==> src/logic/lfsup_pkg.sv <==
// Purpose: Constants for the LED fault supervisor.
// Assumes: Analog comparisons arrive as logic flags; the delay capacitor is a counter.
// Notes: Counter codes scale 1 LSB to 1 mV of delay-node voltage.
package lfsup_pkg;
  localparam int unsigned CLK_HZ       = 20_000_000;
  localparam int unsigned BLANK_NS     = 1600;
  localparam int unsigned BLANK_CYC    = (BLANK_NS * (CLK_HZ / 1_000_000)) / 1000;
  localparam int unsigned DLY_W        = 12;
  localparam logic [11:0] DLY_MAX      = 12'he10;  // 3600 mV
  localparam logic [11:0] DLY_TRIP     = 12'haf0;  // 2800 mV
  localparam logic [11:0] DLY_RESTART  = 12'h15e;  // 350 mV
  localparam logic [11:0] CHARGE_STEP  = 12'h001;
  localparam logic [11:0] DISCH_STEP   = 12'h001;
  // Source 57 uA versus sink 1.8 uA: discharge steps once per this many ticks.
  localparam int unsigned DISCH_DIV    = 32;
  typedef enum logic [1:0] {LFSUP_STANDBY, LFSUP_SOFTSTART, LFSUP_RUN, LFSUP_SHUTDOWN} lfsup_state_t;
endpackage : lfsup_pkg

==> src/logic/lfsup_top.sv <==
// Purpose: Fault classing, delay timer and restart control for an LED driver.
// Assumes: Comparator and status flags are asynchronous to core_clk.
// Notes: Timer charges once per rate_tick and discharges once per 32 ticks so real delays can be scaled.
`timescale 1ns/1ps
module lfsup_top
  import lfsup_pkg::*;
#(
  parameter int unsigned SOFTSTART_CYC = 64
) (
  // Clock and reset
  input  wire logic core_clk,
  input  wire logic rst,
  input  wire logic clk_en,
  // Timing
  input  wire logic rate_tick,
  // Sense flags
  input  wire logic short_detect_low,
  input  wire logic short_detect_high,
  input  wire logic anode_overvoltage,
  input  wire logic anode_undervoltage,
  input  wire logic cathode_feedback_low,
  input  wire logic led_on,
  input  wire logic delay_node_grounded,
  input  wire logic auxiliary_string_off_grounded,
  // Class-3 conditions
  input  wire logic supply_undervoltage_lockout,
  input  wire logic enable_low,
  input  wire logic die_overtemp_shutdown,
  input  wire logic led_thermistor_input,
  // Status
  output logic [lfsup_pkg::DLY_W-1:0] delay_capacitor,
  output logic                        regulate,
  output logic                        soft_start,
  output logic                        fault_shutdown,
  output logic                        auto_restart,
  output logic                        class1_fault,
  output logic                        class2_fault
);
  import lfsup_pkg::*;

  localparam int NS = 9;
  logic [NS-1:0] raw, s1, s2, s3, filt;
  assign raw = {short_detect_low, short_detect_high, anode_overvoltage, anode_undervoltage,
                cathode_feedback_low, delay_node_grounded, auxiliary_string_off_grounded,
                led_on, supply_undervoltage_lockout | enable_low | die_overtemp_shutdown | led_thermistor_input};

  // Three-stage sync; a change counts only once stages two and three agree.
  always_ff @(posedge core_clk or posedge rst) begin
    if (rst) begin
      s1 <= '0;
      s2 <= '0;
      s3 <= '0;
      filt <= '0;
    end else if (clk_en) begin
      s1 <= raw;
      s2 <= s1;
      s3 <= s2;
      for (int i = 0; i < NS; i++) begin
        if (s2[i] == s3[i]) begin
          filt[i] <= s3[i];
        end
      end
    end
  end

  logic f_short_lo, f_short_hi, f_ov, f_uv, f_cath_low, f_gnd, f_aux, f_on, f_c3;
  assign {f_short_lo, f_short_hi, f_ov, f_uv, f_cath_low, f_gnd, f_aux, f_on, f_c3} = filt;

  lfsup_state_t state;
  logic [15:0] ss_cnt;
  logic [$clog2(BLANK_CYC+1)-1:0] blank_cnt;
  logic on_q, blank_done, cath_latch;
  logic [4:0] dis_div;

  // Blanking after each turn-on hides string-side comparators.
  always_ff @(posedge core_clk or posedge rst) begin
    if (rst) begin
      on_q <= 1'b0;
      blank_cnt <= '0;
    end else if (clk_en) begin
      on_q <= f_on;
      if (f_on && !on_q) begin
        blank_cnt <= '0;
      end else if (f_on && !blank_done) begin
        blank_cnt <= blank_cnt + 1'b1;
      end
    end
  end
  assign blank_done = (32'(blank_cnt) >= BLANK_CYC) && f_on && on_q;

  logic det_ok, c1, ov_uv, c2_string, c2_any, on_gate;
  assign det_ok    = (state == LFSUP_RUN) && blank_done;
  assign c1        = det_ok && f_short_lo && !f_short_hi;
  assign c2_string = det_ok && f_short_hi;
  assign ov_uv     = (state == LFSUP_RUN) && (f_ov || f_uv);
  assign c2_any    = c2_string || ov_uv || cath_latch;
  assign on_gate   = f_on || ov_uv || cath_latch;
  assign class1_fault = c1;
  assign class2_fault = c2_any;

  // Cathode short latched at end of soft-start until shutdown.
  always_ff @(posedge core_clk or posedge rst) begin
    if (rst) begin
      cath_latch <= 1'b0;
    end else if (clk_en) begin
      if (state != LFSUP_RUN) begin
        cath_latch <= (state == LFSUP_SOFTSTART) && ss_cnt == 16'(SOFTSTART_CYC - 1) && f_cath_low;
      end
    end
  end

  // The strap is caught on the last soft-start cycle, once the synchroniser has settled after reset.
  always_ff @(posedge core_clk or posedge rst) begin
    if (rst) begin
      auto_restart <= 1'b0;
    end else if (clk_en && state == LFSUP_SOFTSTART && ss_cnt == 16'(SOFTSTART_CYC - 1)) begin
      auto_restart <= f_aux;
    end
  end

  // State machine; class-3 overrides everything.
  always_ff @(posedge core_clk or posedge rst) begin
    if (rst) begin
      state <= LFSUP_STANDBY;
      ss_cnt <= '0;
    end else if (clk_en) begin
      if (f_c3) begin
        state <= LFSUP_STANDBY;
        ss_cnt <= '0;
      end else begin
        unique case (state)
          LFSUP_STANDBY: begin
            state <= LFSUP_SOFTSTART;
            ss_cnt <= '0;
          end
          LFSUP_SOFTSTART: begin
            if (ss_cnt == 16'(SOFTSTART_CYC - 1)) begin
              state <= LFSUP_RUN;
            end else begin
              ss_cnt <= ss_cnt + 1'b1;
            end
          end
          LFSUP_RUN: begin
            if (c2_any && !f_gnd && delay_capacitor >= DLY_TRIP) begin
              state <= LFSUP_SHUTDOWN;
            end
          end
          LFSUP_SHUTDOWN: begin
            // Without auto-restart only a class-3 condition (enable, UVLO, overtemp, thermistor) or reset leaves here.
            if (auto_restart && delay_capacitor <= DLY_RESTART) begin
              state <= LFSUP_SOFTSTART;
              ss_cnt <= '0;
            end
          end
        endcase
      end
    end
  end

  // Delay capacitor model.
  always_ff @(posedge core_clk or posedge rst) begin
    if (rst) begin
      delay_capacitor <= '0;
      dis_div <= '0;
    end else if (clk_en && rate_tick) begin
      dis_div <= dis_div + 1'b1;
      if (f_gnd) begin
        delay_capacitor <= '0;
      end else if (state == LFSUP_STANDBY || state == LFSUP_SOFTSTART) begin
        delay_capacitor <= delay_capacitor;
      end else if (state == LFSUP_SHUTDOWN) begin
        if (!auto_restart) begin
          delay_capacitor <= (delay_capacitor + CHARGE_STEP > DLY_MAX) ? DLY_MAX
                           : delay_capacitor + CHARGE_STEP;
        end else if (f_ov) begin
          delay_capacitor <= delay_capacitor;
        end else if (dis_div == '0 && delay_capacitor > DLY_RESTART) begin
          delay_capacitor <= delay_capacitor - DISCH_STEP;
        end
      end else if (!on_gate) begin
        delay_capacitor <= delay_capacitor;
      end else if (c2_any && delay_capacitor >= DLY_TRIP) begin
        // Shutdown takes effect on this edge, so the node stops at the level that tripped it.
        delay_capacitor <= delay_capacitor;
      end else if (c1 || c2_any) begin
        delay_capacitor <= (delay_capacitor + CHARGE_STEP > DLY_MAX) ? DLY_MAX
                         : delay_capacitor + CHARGE_STEP;
      end else if (dis_div == '0 && delay_capacitor != '0 && blank_done) begin
        delay_capacitor <= delay_capacitor - DISCH_STEP;
      end
    end
  end

  assign regulate       = (state == LFSUP_RUN);
  assign soft_start     = (state == LFSUP_SOFTSTART);
  assign fault_shutdown = (state == LFSUP_SHUTDOWN);
endmodule : lfsup_top

==> config.mk <==
export PLATFORM = sky130hd
export DESIGN_NAME = lfsup_top
export DESIGN_NICKNAME = d
export VERILOG_FILES = /design/src/logic/lfsup_pkg.sv /design/src/logic/lfsup_top.sv
export SDC_FILE = /design/constraint.sdc
export NUM_CORES = 1
export LEC_CHECK = 0
export BUFFER_PORTS_ARGS = -buffer_cell sky130_fd_sc_hd__buf_2
export CAP_MARGIN = 20
export CORE_MARGIN = 2
export CORE_UTILIZATION = 50
export DETAILED_ROUTE_END_ITERATION = 10
export PLACE_DENSITY = 0.78
export SYNTH_ARGS = -nofsm -noshare
export SYNTH_HDL_FRONTEND = slang
export SYNTH_SLANG_ARGS = --single-unit
==> constraint.sdc <==
create_clock -name core_clk -period 3.2 [get_ports core_clk]
set_input_delay 0.32 -clock core_clk [delete_from_list [all_inputs] [get_ports core_clk]]
set_output_delay 0.32 -clock core_clk [all_outputs]
set_load 0.05 [all_outputs]
Word-level counts from Yosys, hierarchy flattened. Index checks and enable logic that the tools add are counted.

Divide/modulo/power cells: 0. Equal/unequal tests: 22. Bitwise logic cells: 3. Shift operators: 0. Reductions and logical operators: 53. $mul: 0. $lt $le $gt $ge: 5. Muxes and demuxes: 22. $add $sub $neg: 5.

Operators by type and width (count): $mux W12 (11); $mux W16 (3); $pmux W16 S3 (1); $reduce_and A2 Y1 (11); $logic_and A1 B1 Y1 (21); $add A16 B1 Y16 const B (1); $eq A16 B6 Y1 const B (1); $add A12 B1 Y12 const B (1); $ge A12 B12 Y1 const B (1); $gt A12 B12 Y1 const B (1); $gt A12 B9 Y1 const B (1); $le A12 B9 Y1 const B (1); $mux W6 (2); $reduce_bool A12 Y1 (1); $sub A12 B1 Y12 const B (1); $eq A1 B1 Y1 (9); $ne A3 B1 Y1 const B (3); $mux W2 (4); $pmux W2 S4 (1); $reduce_and A4 Y1 (2); $reduce_bool A4 Y1 (2); $logic_or A1 B1 Y1 (7); $reduce_and A7 Y1 (1); $add A6 B1 Y6 const B (1); 14 further kinds (22).

ROM bits: 0. Latch bits: 0. Word-level logic and storage cells: 130. Memories kept: 0. Memory bits (writable): 0. Bits in registers: 80.

Longest topological paths before layout.
Depth after elaboration: 14. Mapped depth: 10. Gate-level depth less buffers: 8.

Worst setup path after synthesis. OpenSTA, ideal clock, no wires.

Kind: register to register. Start point: reg delay_capacitor[0] (netlist name). End point: reg delay_capacitor[10] (netlist name). Path slack: 311 ps. Stages on the path, launching flop included: 9. Data arrival time: 2765 ps. Path buffers: 2. Cell sequence: dfrtp_1 inv_1 ha_1 or4_4 and4_4 or4_1 buf_2 buf_2 a211o_1.

Cells in the longest elaborated chain, start to end: 9. Elaborated cells on any way between the ends: 25. Classes of those cells: 2 x add/sub; 3 x order compare; 2 x eq/ne; 11 x mux; 7 x reduce/logical.

Ends and longest elaborated chain: from (decl) (RTL line lfsup_top.sv:31) `output logic [lfsup_pkg::DLY_W-1:0] delay_capacitor,`; from (signal assigned) (RTL line lfsup_top.sv:170) `delay_capacitor <= delay_capacitor;`; from (signal assigned) (RTL line lfsup_top.sv:173) `delay_capacitor <= (delay_capacitor + CHARGE_STEP > DLY_MAX) ? DLY_MAX`; from (signal assigned) (RTL line lfsup_top.sv:176) `delay_capacitor <= delay_capacitor;`; $add A12 B1 Y12; $gt A12 B12 Y1 (RTL line lfsup_top.sv:173, lfsup_top.sv:186); $mux W12 (RTL line lfsup_top.sv:173, lfsup_top.sv:186); $mux W12 (RTL line lfsup_top.sv:185) `end else if (c1 || c2_any) begin`; $mux W12 (RTL line lfsup_top.sv:182) `end else if (c2_any && delay_capacitor >= DLY_TRIP) begin`; $mux W12 (RTL line lfsup_top.sv:180) `end else if (!on_gate) begin`; $mux W12 (RTL line lfsup_top.sv:171) `end else if (state == LFSUP_SHUTDOWN) begin`; $mux W12 (RTL line lfsup_top.sv:169) `end else if (state == LFSUP_STANDBY || state == LFSUP_SOFTSTART) begin`; $mux W12 (RTL line lfsup_top.sv:167) `if (f_gnd) begin`.

Parallel ways exist; a longest one is shown, timed or not. The select of a mux whose other input is x is not followed. A chain may end at the register's enable or synchronous reset.

Worst setup path after layout.
Start point: reg delay_capacitor[0] (netlist name). End point: reg delay_capacitor[5] (netlist name).

The elaborated chain is that of the path after synthesis.

==> results.py <==
metrics = {
    "synthesis": {
        "syn_inst": 494,
        "synth.area.top_cells": "dfrtp_1, o21ai_0, mux2_2, nand2_1, ha_1",
        "ys_seq_area_frac": 0.445,
        "ys_ff_latch": 80,
        "yosys.cell_count.top_type": "dfrtp_1",
        "yosys_warnings": 0,
        "synthArstFlopShare": 1.00,
        "avgSynthCellArea_sq_um": 9.11,
        "synth_commonest_cells": "dfrtp_1, o21ai_0, nand2_1, inv_1, nor2_1",
        "synth_top_area_cell": "dfrtp_1",
        "ys_types": 63,
        "synth_top_area_share": 0.445,
        "syn_area_sq_um": 4500,
        "synth-main-ff-cell": "dfrtp_1",
        "syn_nets": 523,
        "synth_edf_count": 0,
    },
    "place": {
        "place_inst": 622,
        "place_congestion": 0.946,
        "place_hpwl_um": 7160,
        "portBuffers": 33,
    },
    "route": {
        "routedWlPerCell_um": 16.1,
        "viasPerCell": 6.09,
        "wirelength_um": 10300,
        "vias": 3879,
        "drc_errors": 0,
        "drt-initial-drc-count": 220,
        "dr.pass1.iters": 5,
        "detail-route-antenna-nets": 0,
    },
    "outcome": {
        "status": "completed",
    },
    "worst_setup_path": {
        "crit_path_cell_trace": "inv_1 -> ha_1 -> or4_4 -> and4_4 -> or4_1 -> or3_1 -> o211ai_1",
        "slowest_stage": "or4_1",
        "crit_fanout": 18,
        "arrival_ps": 3230,
        "startpoint_type": "flip-flop",
        "cp_num_buf_inv": 1,
        "critical_path.top_delay_family": "simple AND/OR/NAND/NOR gates",
        "crit_type": "reg -> reg",
        "worst_path_largest_cell_delay_ps": 720,
        "critPathCaptureType": "flip-flop",
        "required_ps": 3470,
    },
    "finish": {
        "antenna_cells": 0,
        "fin_nets": 555,
        "fillers": 758,
        "syn_to_final_growth_pct": 11.5,
        "layout-drive-gt1-share": 0.170,
        "stdcell_count": 637,
    },
    "global_routing": {
        "antenna_found_initial": 0,
        "grt_max_degree": 54,
        "grt_overflow": 0,
        "use_met2": 0.351,
        "grt_pass1_vias": 3642,
        "grt-busiest-layer": "met2",
        "grt_use_total": 0.218,
        "grt_first_pass_wirelength_um": 17300,
        "grt_use_met1": 0.294,
        "grt_use_met3": 0.0475,
    },
    "timing": {
        "setup_viol": 0,
        "drv_slew": 0,
        "worst_pin_slew_ps": 623,
        "fmax_mhz": 338,
        "finClkSkew_ps": 7.28,
        "fin_crit_sh": 0.923,
        "rsz0062_at_grt": "no",
        "relSlewSlack": 0.585,
        "hold_viol": 0,
        "fin_setup_tns_ps": 0,
        "final.min_clock_period_ps": 2950,
    },
    "flow_run": {
        "cap_violations": 0,
    },
    "power": {
        "p_switching_mw": 1.28,
        "cellPowerDensity_nw_per_um2": 654,
        "p_leak_nw": 2.21,
        "pwr-share-clk": 0.243,
        "p_seq_frac": 0.435,
        "ir_drop_mv": 0.300,
        "swShare": 0.391,
        "pwr-share-comb": 0.323,
        "p_int_mw": 2.00,
    },
    "clock_network": {
        "cts_tree": "done",
        "clk_pin_slew_ps": 80,
        "clock_latency_ps": 350,
        "clock_sinks": 80,
        "cts-buffers-inserted": 9,
        "cts_setup_buffers": 0,
        "cts_root_buf": "clkbuf_8",
        "cts_max_level": 3,
        "clockBufferDepth": 2,
    },
    "die": {
        "die_h_um": 98.9,
        "num_rows": 34,
        "die_area_sq_um": 9770,
        "die_w_um": 98.9,
        "pin_count": 34,
        "initial_core_util": 0.516,
        "coreArea_sq_um": 8720,
    },
    "worst_hold_path": {
        "hp-class": "in -> reg",
    },
}
-- power groups by stage --
stage | clock [mW] | sequential (mW) | combinational [mW]
floorplan | 0 | 1.55 | 0.647
global placement | 0 | 1.43 | 1.02
detailed placement | 0 | 1.44 | 1.05
CTS | 0.818 | 1.42 | 1.06
global route | 0.853 | 1.46 | 1.16
finish | 0.797 | 1.43 | 1.06
-- path summary, 6_finish.rpt --
path                                                startpoint                             end  slack [ps]  cells past startpoint
worst min-delay path                        anode_undervoltage               s1[5]$_DFFE_PP0P_         200                      2
max in group asynchronous                                  rst        blank_cnt[3]$_DFFE_PP0P_        1950                      4
worst max register to register  delay_capacitor[0]$_DFFE_PP0P_  delay_capacitor[5]$_DFFE_PP0P_         250                      7
min in group asynchronous                                  rst           ss_cnt[1]$_DFFE_PP0P_         500                      3
worst max-delay path            delay_capacitor[0]$_DFFE_PP0P_  delay_capacitor[5]$_DFFE_PP0P_         250                      7
worst min register to register               s1[6]$_DFFE_PP0P_               s2[6]$_DFFE_PP0P_         480                      2
-- registers in the layout, summed over array words and instances (netlist names) --
register         flops
delay_capacitor     12
s2                   9
s3                   9
on_q                 1
cath_latch           1
auto_restart         1
state                2
filt                 9
s1                   9
ss_cnt              16
dis_div              5
blank_cnt            6
-- through the flow --
step	setup WS [ps]	cell area [sq um]	util	power, mW	hold slack (ps)
after global placement	398	4800	0.551	2.45	346
after global routing	38.6	5020	0.575	3.47	184
after CTS	270	5020	0.575	3.30	182
after detailed placement	273	4800	0.551	2.49	345
final	245	5020	0.575	3.28	195
after floorplan	311	4500	-	2.19	446
-- repair_timing --
| action | 4_1_cts | 5_1_grt |
|---|---|---|
| hold buffers | 1 | 0 |
| resized for setup | 0 | 0 |
| endpoints found under the hold margin | 26 | 0 |
-- layout by cell type, fill, tap and decap left out, types with 12 or more instances in the layout --
master	count
nand3_1	21
o21ai_0	46
nand2_1	45
a21oi_1	19
ha_1	13
dfrtp_1	80
nor3_1	12
o31ai_1	21
inv_1	30
mux2_2	18
buf_2	33
buf_4	17
nor2_1	31
-- logic make-up (layout without fill, tap and decap cells) --
| group | Yosys count | in the layout | share of synthesized area |
|---|---|---|---|
| DFF | 80 | 80 | 0.445 |
| muxes | 20 | 20 | 0.0495 |
| buffers and inverters | 62 | 97 | 0.0548 |
| AOI/OAI and AO/OA | 142 | 142 | 0.208 |
| xor gates and xnor gates | 9 | 9 | 0.0175 |
| adders and majority gates | 13 | 13 | 0.0362 |
| and+or+nand+nor | 168 | 168 | 0.189 |
-- worst reg2reg max path, delay by kind of cell, from the launching register on --
| kind | cells | cell delay, ps |
|---|---|---|
| DFF | 1 | 450 |
| adders and majority gates | 1 | 220 |
| buffers and inverters | 1 | 140 |
| AOI/OAI and AO/OA | 1 | 160 |
| and+or+nand+nor | 4 | 1900 |
-- routing by layer --
layer	vias to the layer above	share of wire
li1	1872	-
met1	1869	0.45
met5	-	0
met4	0	0.016
met2	123	0.48
met3	15	0.056
-- area by class of cell --
class	instances	area, sq um	area share
clock buffers	9	124	0.0247
clock inverters	5	82.6	0.0165
inverters	32	121	0.0242
multi-input cells	352	2250	0.449
flip-flops and latches	80	2000	0.399
well taps	108	135	0.0269
repair buffers	51	303	0.0603
(Power assumes the default switching activity.)
